### config.mk
export PLATFORM = sky130hd
export DESIGN_NAME = pdc_config_bank
export DESIGN_NICKNAME = d
export VERILOG_FILES = /design/src/verilog/pdc_config_bank.v
export VERILOG_INCLUDE_DIRS = /design/src /design/src/verilog
export SDC_FILE = /design/constraint.sdc
export NUM_CORES = 1
export LEC_CHECK = 0
export BUFFER_PORTS_ARGS = -buffer_cell sky130_fd_sc_hd__buf_4
export CAP_MARGIN = 0
export CORE_ASPECT_RATIO = 1.2
export CORE_MARGIN = 2
export CORE_UTILIZATION = 35
export CTS_BUF_LIST = sky130_fd_sc_hd__clkbuf_8
export CTS_CLUSTER_DIAMETER = 150
export DETAILED_ROUTE_END_ITERATION = 8
export GPL_TIMING_DRIVEN = 0
export SETUP_SLACK_MARGIN = 0.1
export SLEW_MARGIN = 25
export SYNTH_ARGS = -nofsm -noshare
export SYNTH_HDL_FRONTEND = slang
export SYNTH_SLANG_ARGS = --single-unit
### constraint.sdc
create_clock -name clk_in -period 2.6 [get_ports clk_in]
set_clock_uncertainty 0.1 [all_clocks]
set_input_delay 0.39 -clock clk_in [delete_from_list [all_inputs] [get_ports clk_in]]
set_output_delay 0.39 -clock clk_in [all_outputs]
set_load 0.05 [all_outputs]
### src/verilog/pdc_consts.vh
/*
 * constants for the pressure dsp user configuration bank: offsets, field positions,
 * reset values, filter and self-test codes, fixed link values.
 * assumes inclusion by bare name from the design file.
 */
`ifndef PDC_CONSTS_VH
`define PDC_CONSTS_VH

// register offsets
`define PDC_OFS_OUTPUT_TYPE 8'h42
`define PDC_OFS_FILTER_PIN 8'h43
`define PDC_OFS_SELF_TEST 8'h44

// reset values
`define PDC_RST_OUTPUT_TYPE 8'h00
`define PDC_RST_FILTER_PIN 8'h00
`define PDC_RST_SELF_TEST 8'h00
`define PDC_RST_LOWPASS 8'h00
`define PDC_RST_DATA 16'h0000

// field positions
`define PDC_SLOT0_TYPE_HI 6
`define PDC_SLOT0_TYPE_LO 5
`define PDC_SLOT1_TYPE_HI 3
`define PDC_SLOT1_TYPE_LO 2
`define PDC_REF_RESTART_BIT 7
`define PDC_RATE_BYPASS_BIT 4
`define PDC_INT_MODE_BIT 2
`define PDC_SELF_TEST_HI 7
`define PDC_SELF_TEST_LO 4
`define PDC_LOWPASS_HI 7
`define PDC_LOWPASS_LO 4

// slot data type codes
`define PDC_TYPE_REL 2'b00
`define PDC_TYPE_ABS 2'b01
`define PDC_TYPE_REF 2'b10
`define PDC_TYPE_TEMP 2'b11

// lowpass select codes
`define PDC_LPF_370_2P 4'h0
`define PDC_LPF_400_3P 4'h1
`define PDC_LPF_800_4P 4'h2
`define PDC_LPF_1000_4P 4'h3

// self-test codes that force fixed patterns
`define PDC_ST_FORCE_0 4'h4
`define PDC_ST_FORCE_1 4'h5
`define PDC_ST_FORCE_2 4'h6
`define PDC_ST_FORCE_3 4'h7
`define PDC_PAT_0 16'h0000
`define PDC_PAT_1 16'h0AAA
`define PDC_PAT_2 16'h5555
`define PDC_PAT_3 16'hFFFF

// value sent on the psi5 link in place of absolute pressures
`define PDC_PSI5_ABS_SUBST 16'h01F4

// mask of self-test register bits kept in the integrity check; the self-test field stays out
`define PDC_SELF_TEST_CHECK_MASK 8'h0F

`endif

### src/verilog/pdc_config_bank.v
/*
 * pressure dsp user configuration bank: three user registers, filter and slot
 * selection decode, sensor data slots with self-test patterns, link value
 * substitution, reference filter restart and interrupt pin mode.
 * assumes a serial command decoder on the same clock that issues one-cycle read
 * and write strobes, and a dsp path that supplies samples and an init-done level.
 */
`default_nettype none
`include "pdc_consts.vh"

//////////////////////////////////////////////////////////////////////////////
module pdc_config_bank (
    input wire clk_in,
    input wire reset_in,
    // register access from the command decoder
    input wire [7:0] reg_addr_in,
    input wire [7:0] reg_wdata_in,
    input wire reg_wr_in,
    input wire reg_rd_in,
    output reg [7:0] reg_rdata_out,
    output reg reg_rd_valid_out,
    output reg reg_refused_out,
    // operating mode
    input wire dsi3_mode_in,
    input wire psi5_diag_mode_in,
    input wire psi5_mode_in,
    // dsp data path
    input wire dsp_init_done_in,
    input wire sample_tick_in,
    input wire interp_tick_in,
    input wire [15:0] rel_pressure_in,
    input wire [15:0] abs_pressure_in,
    input wire [15:0] ref_pressure_in,
    input wire [15:0] temperature_in,
    output reg dsp_path_reset_out,
    output reg [15:0] slot0_data_out,
    output reg [15:0] slot1_data_out,
    output reg [15:0] slot0_link_out,
    output reg [15:0] slot1_link_out,
    output reg data_ready_out,
    // filter steering
    output reg [1:0] lowpass_code_out,
    output reg [2:0] lowpass_poles_out,
    output reg lowpass_reserved_out,
    output reg ref_filter_restart_out,
    output wire ref_rate_limit_bypass_out,
    output wire [3:0] self_test_select_out,
    output wire [7:0] cfg_check_out,
    // interrupt pin
    input wire int_pin_enable_in,
    input wire int_request_in,
    output wire int_pin_out,
    output wire int_pin_oe_out,
    output wire int_pullup_en_out,
    output wire int_pulldown_en_out
);

    //////////////////////////////////////////////////////////////////////////
    // functions

    // pick slot content from its two-bit type code
    function [15:0] slot_pick;
        input [1:0] kind;
        input [15:0] rel_v;
        input [15:0] abs_v;
        input [15:0] ref_v;
        input [15:0] tmp_v;
        begin
            case (kind)
                `PDC_TYPE_REL: slot_pick = rel_v;
                `PDC_TYPE_ABS: slot_pick = abs_v;
                `PDC_TYPE_REF: slot_pick = ref_v;
                default: slot_pick = tmp_v;
            endcase
        end
    endfunction

    // psi5 substitutes a fixed word for either absolute pressure type
    function [15:0] link_word;
        input [1:0] kind;
        input [15:0] reg_v;
        input psi5;
        begin
            if (psi5 && (kind == `PDC_TYPE_ABS || kind == `PDC_TYPE_REF)) begin
                link_word = `PDC_PSI5_ABS_SUBST;
            end else begin
                link_word = reg_v;
            end
        end
    endfunction

    //////////////////////////////////////////////////////////////////////////
    // registers

    reg [7:0] output_type_q;
    reg [7:0] filter_pin_q;
    reg [7:0] self_test_q;
    reg [7:0] lowpass_q;
    reg path_hold_q;

    wire access_ok;
    wire wr_ok;
    wire [1:0] slot0_type;
    wire [1:0] slot1_type;
    wire [3:0] st_code;
    wire st_force;
    reg [15:0] st_pattern;
    wire [15:0] slot0_next;
    wire [15:0] slot1_next;

    // a lowpass field is driven by a neighbouring register outside this bank;
    // here it is held in a private copy fed at reset only, so decode stays local
    assign access_ok = dsi3_mode_in | psi5_diag_mode_in;
    assign wr_ok = reg_wr_in & access_ok;
    assign slot0_type = output_type_q[`PDC_SLOT0_TYPE_HI:`PDC_SLOT0_TYPE_LO];
    assign slot1_type = output_type_q[`PDC_SLOT1_TYPE_HI:`PDC_SLOT1_TYPE_LO];
    assign st_code = self_test_q[`PDC_SELF_TEST_HI:`PDC_SELF_TEST_LO];
    assign self_test_select_out = st_code;
    assign ref_rate_limit_bypass_out = filter_pin_q[`PDC_RATE_BYPASS_BIT];

    // integrity check word; self-test bits stay out so a test mode does not trip it
    assign cfg_check_out = output_type_q ^ filter_pin_q
                         ^ (self_test_q & `PDC_SELF_TEST_CHECK_MASK);

    // register writes, refused outside the permitted modes
    always @(posedge clk_in) begin
        if (reset_in) begin
            output_type_q <= `PDC_RST_OUTPUT_TYPE;
            filter_pin_q <= `PDC_RST_FILTER_PIN;
            self_test_q <= `PDC_RST_SELF_TEST;
            lowpass_q <= `PDC_RST_LOWPASS;
        end else if (wr_ok) begin
            if (reg_addr_in == `PDC_OFS_OUTPUT_TYPE) begin
                output_type_q <= reg_wdata_in;
            end else if (reg_addr_in == `PDC_OFS_FILTER_PIN) begin
                filter_pin_q <= reg_wdata_in;
            end else if (reg_addr_in == `PDC_OFS_SELF_TEST) begin
                self_test_q <= reg_wdata_in;
            end
        end
    end

    // side effects of writes: path reset on change, restart on a rising bit
    always @(posedge clk_in) begin
        if (reset_in) begin
            dsp_path_reset_out <= 1'b0;
            ref_filter_restart_out <= 1'b0;
        end else begin
            dsp_path_reset_out <= wr_ok && reg_addr_in == `PDC_OFS_OUTPUT_TYPE
                                  && reg_wdata_in != output_type_q;
            ref_filter_restart_out <= wr_ok && reg_addr_in == `PDC_OFS_FILTER_PIN
                                      && reg_wdata_in[`PDC_REF_RESTART_BIT]
                                      && !filter_pin_q[`PDC_REF_RESTART_BIT];
        end
    end

    // reads answer one cycle later; refused or unmapped reads return zero
    always @(posedge clk_in) begin
        if (reset_in) begin
            reg_rdata_out <= 8'h00;
            reg_rd_valid_out <= 1'b0;
            reg_refused_out <= 1'b0;
        end else begin
            reg_rd_valid_out <= reg_rd_in & access_ok;
            reg_refused_out <= (reg_rd_in | reg_wr_in) & ~access_ok;
            if (reg_rd_in && access_ok && reg_addr_in == `PDC_OFS_OUTPUT_TYPE) begin
                reg_rdata_out <= output_type_q;
            end else if (reg_rd_in && access_ok && reg_addr_in == `PDC_OFS_FILTER_PIN) begin
                reg_rdata_out <= filter_pin_q;
            end else if (reg_rd_in && access_ok && reg_addr_in == `PDC_OFS_SELF_TEST) begin
                reg_rdata_out <= self_test_q;
            end else begin
                reg_rdata_out <= 8'h00;
            end
        end
    end

    //////////////////////////////////////////////////////////////////////////
    // lowpass decode

    // reserved codes keep the default filter so the dsp never runs undefined
    always @* begin
        lowpass_reserved_out = 1'b0;
        case (lowpass_q[`PDC_LOWPASS_HI:`PDC_LOWPASS_LO])
            `PDC_LPF_370_2P: begin
                lowpass_code_out = 2'd0;
                lowpass_poles_out = 3'd2;
            end
            `PDC_LPF_400_3P: begin
                lowpass_code_out = 2'd1;
                lowpass_poles_out = 3'd3;
            end
            `PDC_LPF_800_4P: begin
                lowpass_code_out = 2'd2;
                lowpass_poles_out = 3'd4;
            end
            `PDC_LPF_1000_4P: begin
                lowpass_code_out = 2'd3;
                lowpass_poles_out = 3'd4;
            end
            default: begin
                lowpass_code_out = 2'd0;
                lowpass_poles_out = 3'd2;
                lowpass_reserved_out = 1'b1;
            end
        endcase
    end

    //////////////////////////////////////////////////////////////////////////
    // sensor data slots

    // fixed self-test patterns
    assign st_force = (st_code == `PDC_ST_FORCE_0) | (st_code == `PDC_ST_FORCE_1)
                    | (st_code == `PDC_ST_FORCE_2) | (st_code == `PDC_ST_FORCE_3);
    always @* begin
        case (st_code)
            `PDC_ST_FORCE_1: st_pattern = `PDC_PAT_1;
            `PDC_ST_FORCE_2: st_pattern = `PDC_PAT_2;
            `PDC_ST_FORCE_3: st_pattern = `PDC_PAT_3;
            default: st_pattern = `PDC_PAT_0;
        endcase
    end

    assign slot0_next = slot_pick(slot0_type, rel_pressure_in, abs_pressure_in,
                                  ref_pressure_in, temperature_in);
    assign slot1_next = slot_pick(slot1_type, rel_pressure_in, abs_pressure_in,
                                  ref_pressure_in, temperature_in);

    // path hold: set by a path reset, released by dsp init done
    always @(posedge clk_in) begin
        if (reset_in) begin
            path_hold_q <= 1'b0;
            data_ready_out <= 1'b0;
        end else begin
            if (dsp_path_reset_out) begin
                path_hold_q <= 1'b1;
            end else if (dsp_init_done_in) begin
                path_hold_q <= 1'b0;
            end
            data_ready_out <= ~path_hold_q & ~dsp_path_reset_out & dsp_init_done_in;
        end
    end

    // slot 0 follows both raw and interpolated ticks; slot 1 only raw ones
    always @(posedge clk_in) begin
        if (reset_in) begin
            slot0_data_out <= `PDC_RST_DATA;
            slot1_data_out <= `PDC_RST_DATA;
        end else if (st_force) begin
            slot0_data_out <= st_pattern;
            slot1_data_out <= st_pattern;
        end else if (dsp_path_reset_out || path_hold_q) begin
            slot0_data_out <= `PDC_RST_DATA;
            slot1_data_out <= `PDC_RST_DATA;
        end else begin
            if (sample_tick_in || interp_tick_in) begin
                slot0_data_out <= slot0_next;
            end
            if (sample_tick_in) begin
                slot1_data_out <= slot1_next;
            end
        end
    end

    // link words follow the slot registers with psi5 substitution
    always @(posedge clk_in) begin
        if (reset_in) begin
            slot0_link_out <= `PDC_RST_DATA;
            slot1_link_out <= `PDC_RST_DATA;
        end else begin
            slot0_link_out <= link_word(slot0_type, slot0_data_out, psi5_mode_in);
            slot1_link_out <= link_word(slot1_type, slot1_data_out, psi5_mode_in);
        end
    end

    //////////////////////////////////////////////////////////////////////////
    // interrupt pin

    // open drain: drive only while asserted; pull current sets the idle level
    assign int_pin_oe_out = int_pin_enable_in & int_request_in;
    assign int_pin_out = ~filter_pin_q[`PDC_INT_MODE_BIT];
    assign int_pullup_en_out = int_pin_enable_in & filter_pin_q[`PDC_INT_MODE_BIT];
    assign int_pulldown_en_out = int_pin_enable_in & ~filter_pin_q[`PDC_INT_MODE_BIT];

endmodule // pdc_config_bank
`default_nettype wire

Word level (Yosys, flattened, before mapping)
Index checks and enable logic that the tools add are counted.
{"block": "totals", "out_inout_bits": 100, "input_bits": 92, "register_bits": 102, "elab_cells": 91}
{"block": "op_classes", "bitwise": 21, "n_mux": 16, "n_eq_ne": 12, "n_reduce_logical": 26}
{"op": "case mux 16 bit (3 select lines)", "n": 3}
{"op": "two-way mux 16 bit", "n": 6}
{"op": "== test 8 x 7 -> 1 bit, second input constant", "n": 3}
{"op": "two-way mux 8 bit", "n": 3}
{"op": "two-way mux 9 bit", "n": 2}
{"op": "== test 4 x 3 -> 1 bit, second input constant", "n": 4}
{"op": "logical AND 1 bit", "n": 11}
{"op": "AND 1 bit", "n": 8}
{"op": "!= test 8 bit", "n": 1}
{"op": "bitwise XOR 8 x 4 -> 8 bit", "n": 1}
{"op": "bitwise XOR 8 bit", "n": 1}
{"op": "inverter 1 bit", "n": 6}
{"op": "nonzero test 3 bit", "n": 2}
{"op": "OR 1 bit", "n": 5}
{"op": "== test 2 x 1 -> 1 bit, second input constant", "n": 2}
{"op": "== test 2 bit, second input constant", "n": 2}
{"op": "logical NOT 2 bit", "n": 2}
{"op": "logical OR 1 bit", "n": 4}
{"op": "AND reduction 4 bit", "n": 1}
{"op": "OR reduction 2 bit", "n": 2}
{"op": "AND reduction 3 bit", "n": 1}
{"op": "two-way mux 1 bit", "n": 2}
{"op": "AND reduction 2 bit", "n": 1}
{"op": "nonzero test 2 bit", "n": 1}
{"op": "logical NOT 1 bit", "n": 1}

Depth between registers and ports, before layout
{"block": "depth", "word_depth": 6, "mapped_depth": 8, "mapped_depth_nobuf": 6}

Least setup slack after synthesis
No wires, ideal clock.
{"block": "synth_timing", "kind": "reg-to-output", "from": "register filter_pin_q[4]", "to": "output port cfg_check_out[4]", "path_buffers": 0, "t_required_ns": 2.110, "arrival_ns": 1.460, "setup_slack_ns": 0.650, "path_stages_with_launch": 2, "cell_sequence": "dfxtp_1 xor2_1"}
{"block": "synth_between", "elab_chain_len": 2}
{"item": "start, declared", "line_no": "pdc_config_bank.v:96", "rtl": "reg [7:0] filter_pin_q;"}
{"item": "start signal, assigned", "line_no": "pdc_config_bank.v:129", "rtl": "filter_pin_q <= `PDC_RST_FILTER_PIN;"}
{"item": "start signal, assigned", "line_no": "pdc_config_bank.v:136", "rtl": "filter_pin_q <= reg_wdata_in;"}
{"item": "bitwise XOR 8 bit", "line_no": "pdc_config_bank.v:122", "rtl": "assign cfg_check_out = output_type_q ^ filter_pin_q"}
{"item": "bitwise XOR 8 x 4 -> 8 bit", "line_no": "pdc_config_bank.v:122"}
{"item": "end, declared", "line_no": "pdc_config_bank.v:48", "rtl": "output wire [7:0] cfg_check_out,"}
No other way between the ends.

Worst setup path in the final report
{"block": "layout_timing", "from": "register output_type_q[2]", "to": "register slot1_data_out[6]"}
{"block": "layout_between", "elab_chain_len": 5, "word_cells_on_any_way": 7, "cone_classes": "2 x eq/ne; 4 x mux; 1 x reduce/logical"}
{"item": "start, declared", "line_no": "pdc_config_bank.v:95", "rtl": "reg [7:0] output_type_q;"}
{"item": "start signal, assigned", "line_no": "pdc_config_bank.v:128", "rtl": "output_type_q <= `PDC_RST_OUTPUT_TYPE;"}
{"item": "start signal, assigned", "line_no": "pdc_config_bank.v:134", "rtl": "output_type_q <= reg_wdata_in;"}
{"item": "== test 2 bit, or another cell as far along", "line_no": "pdc_config_bank.v:69", "rtl": "case (kind)"}
{"item": "case mux 16 bit (3 select lines) *", "line_no": "pdc_config_bank.v:69"}
{"item": "two-way mux 16 bit *", "line_no": "pdc_config_bank.v:259", "rtl": "if (sample_tick_in) begin"}
{"item": "two-way mux 16 bit *", "line_no": "pdc_config_bank.v:252", "rtl": "end else if (dsp_path_reset_out || path_hold_q) begin"}
{"item": "two-way mux 16 bit *", "line_no": "pdc_config_bank.v:249", "rtl": "end else if (st_force) begin"}
{"item": "end signal, assigned", "line_no": "pdc_config_bank.v:251", "rtl": "slot1_data_out <= st_pattern;"}
{"item": "end signal, assigned", "line_no": "pdc_config_bank.v:254", "rtl": "slot1_data_out <= `PDC_RST_DATA;"}
{"item": "end signal, assigned", "line_no": "pdc_config_bank.v:260", "rtl": "slot1_data_out <= slot1_next;"}
{"item": "end, declared", "line_no": "pdc_config_bank.v:37", "rtl": "output reg [15:0] slot1_data_out,"}
Every way passes the cells marked *; elsewhere a longest branch is shown, timed or not. The select of a mux whose other input is x is not followed.
A chain may end at the register's enable or synchronous reset.

==> metrics.cfg <==
[status]
status=completed

[floorplan]
die_h_um=133
row_count=47
die_area_mm2=0.0147
ios=192
fp.coreArea_mm2=0.0136
die_x_um=111
initial_core_util_pct=35.3

[placement]
gp_congestion=0.862
dp.cells=889
portBuffers=183
dp_hpwl_um=13000

[global_route]
grt_pass1_vias=4816
antenna_found_initial=0
grt_usage_pct=21.7
grt-ovfl-total=0
grt_max_degree=18
grt_pass1_wl_um=25300

[setup_path]
cpMaxStageDelayCell=dfxtp_1
required_ps=2790
critPathBufInv=3
r2r_start=output_type_q[2]
critPathMaxFanout=10
end_kind=register
start_kind=register
max_stage_delay_ps=400
cpLargestDelayFamily=buffers and inverters
crit_arrival_ps=2570
path_class=reg -> reg
r2r_cells=8
reg2reg_slack_ps=220
cp_cell_sequence=inv_1 > ha_1 > clkbuf_1 > buf_2 > a222oi_1 > mux2i_1 > nand2_1 > a221oi_1
r2r_end=slot1_data_out[6]

[yosys]
synthAdderAreaFrac_pct=2.08
synthMuxAreaShare_pct=11.2
synth_area_mm2=0.00482
synthXorXnorAreaFrac_pct=3.63
yosysSeqAreaShare_pct=42.3
synth_edf_count=0
synthFlopType=dfxtp_1
synth_area_leaders=dfxtp_1 (42%), mux2i_1 (11%), a222oi_1 (6.2%), a221oi_1 (5.3%), inv_1 (4.2%)
yosys.area.top_type_share_pct=42.3
avgSynthCellArea_um2=9.08
synth_area_leader_cell=dfxtp_1
async_flop_share_pct=0
synth_compound_area_share_pct=15.9
ys_types=41
netlist_instances=531
yosys_warnings=0
ys_ff_latch=102
synth_top_family_by_area=compound AO/OA/AOI/OAI gates
synthSimpleGateAreaFrac_pct=15.3

[power_and_ir_drop]
total_power_mw=3.42
p_per_area_mw_per_mm2=516
max-vdd-ir-drop_mv=0.276
p_leak_nw=3.12

[layout]
final_common_cell=buf_4
final_cell_mix=buf_4 (194), dfxtp_1 (102), inv_1 (54), nor2_1 (54), mux2i_1 (54)
drive_gt1_share_pct=31.6
num_antenna_cells=0
nets=829
areaGrowthSynthToFinish_pct=37.6
multi_input_area_mm2=0.00234
nFillCells=1325
seq_area_mm2=0.00204
layout.cells.non_filler=905

[cts]
cts_resized=1
cts_buffer_depth=2
ctsHoldBuffers=0
clk_pin_slew_ps=100
cts-root-buf=clkbuf_8
insertion_delay_ps=370
cts_tree=yes
cts_inserted_buffers=9
htreeDepth=3
post_cts_buffers=0
cts_sinks=102

[routing]
firstDrtPassIters=5
finalWirelength_um=16700
ant_nets=0
vias_per_cell=5.28
post_drt_wl_per_cell_um=18.5
drc=0
first_iter_violations=439
num_vias=4774

[timing]
worst_pin_slew_ps=736
max_freq_mhz=420
min_period_ps=2380
rsz0062_at_grt=no
fin_crit_sh_pct=91.6
slew_violations=0
final-hold-violation-count=0
tns_ps=0
relSlewSlack_pct=50.7
report.final.setup_viol=0

[worst_hold_path]
hp-class=in -> reg
min_from=psi5_diag_mode_in
whs_path_depth=2
min_to=reg_refused_out

[run]
maxCapViolations=0

[per-stage QoR]
| step | setup WS [ps] | hold slack (ps) | util [%] | cell area (µm²) |
|---|---|---|---|---|
| after detailed placement | 93.8 | 361 | 47.1 | 6420 |
| after global placement | 171 | 354 | 47.1 | 6420 |
| final | 218 | 96.7 | 48.7 | 6640 |
| after floorplan | 650 | 349 | - | 4840 |
| after CTS | 198 | 82.5 | 48.6 | 6630 |
| after global routing | 154 | 87.2 | 48.7 | 6640 |
[routing by layer]
layer | track usage (%) | vias up | wire length (µm)
met1 | 25.4 | 2239 | 6610
met4 | 7.13 | 0 | 388
met5 | 0 | - | 0
li1 | - | 2275 | -
met2 | 39.1 | 227 | 8380
met3 | 5.36 | 33 | 1330
[cells by family (layout without fill, tap and decap cells)]
family / Yosys count / after routing
AND/OR/NAND/NOR: 152 / 152
buffers and inverters: 106 / 305
flip-flops: 102 / 102
AO/OA/AOI/OAI: 87 / 87
multiplexers: 54 / 54
XOR/XNOR: 20 / 20
adder cells (fa/ha/maj): 8 / 8
other: 2 / 6
[synth_stat cells (3+ instances only)]
| master | n |
|---|---|
| nand4_1 | 3 |
| a222oi_1 | 30 |
| a21oi_1 | 3 |
| xor2_1 | 4 |
| nor3_1 | 22 |
| nor4b_1 | 3 |
| mux2i_1 | 54 |
| nand2_1 | 38 |
| nand3_1 | 5 |
| buf_4 | 11 |
| inv_1 | 54 |
| a32oi_1 | 4 |
| nand2b_1 | 7 |
| clkbuf_1 | 29 |
| a31oi_1 | 6 |
| a2bb2oi_1 | 4 |
| ha_1 | 8 |
| nor2_1 | 54 |
| buf_2 | 12 |
| and2_1 | 5 |
| xnor2_1 | 16 |
| a221oi_1 | 29 |
| dfxtp_1 | 102 |
[worst max-delay path by stage]
| stage | start | end | cells past startpoint |
|---|---|---|---|
| finish | output_type_q[2] | slot1_data_out[6] | 8 |
| global placement | output_type_q[2] | slot1_data_out[9] | 6 |
| global route | output_type_q[3] | slot1_data_out[9] | 8 |
| floorplan | filter_pin_q[4] | cfg_check_out[4] | 1 |
| CTS | output_type_q[2] | slot1_data_out[9] | 7 |
| detailed placement | output_type_q[2] | slot1_data_out[9] | 6 |
[power breakdown]
part           switching, mW  internal, mW  leakage, nW
clock                  0.578         0.479        0.107
sequential            0.0330          1.62        0.836
combinational          0.453         0.256         2.17
total                   1.06          2.36         3.12
[state kept, by name, summed over array words and instances, names as in the netlist]
name / cells
filter_pin_q: 8
path_hold_q: 1
dsp_path_reset_out: 1
slot1_data_out: 16
self_test_q: 8
output_type_q: 8
slot0_link_out: 16
reg_rd_valid_out: 1
data_ready_out: 1
slot1_link_out: 16
ref_filter_restart_out: 1
reg_refused_out: 1
reg_rdata_out: 8
slot0_data_out: 16
[area by class of cell]
type	instances	share of cell area [%]
buffer	52	3.86
clock buffer	10	2.07
clock inverter	6	1.06
inverter	54	3.05
multi-input combinational	327	35.3
sequential	102	30.8
tap	171	3.22
timing repair buffer	183	20.7
Power figures use the tool's default switching activity.
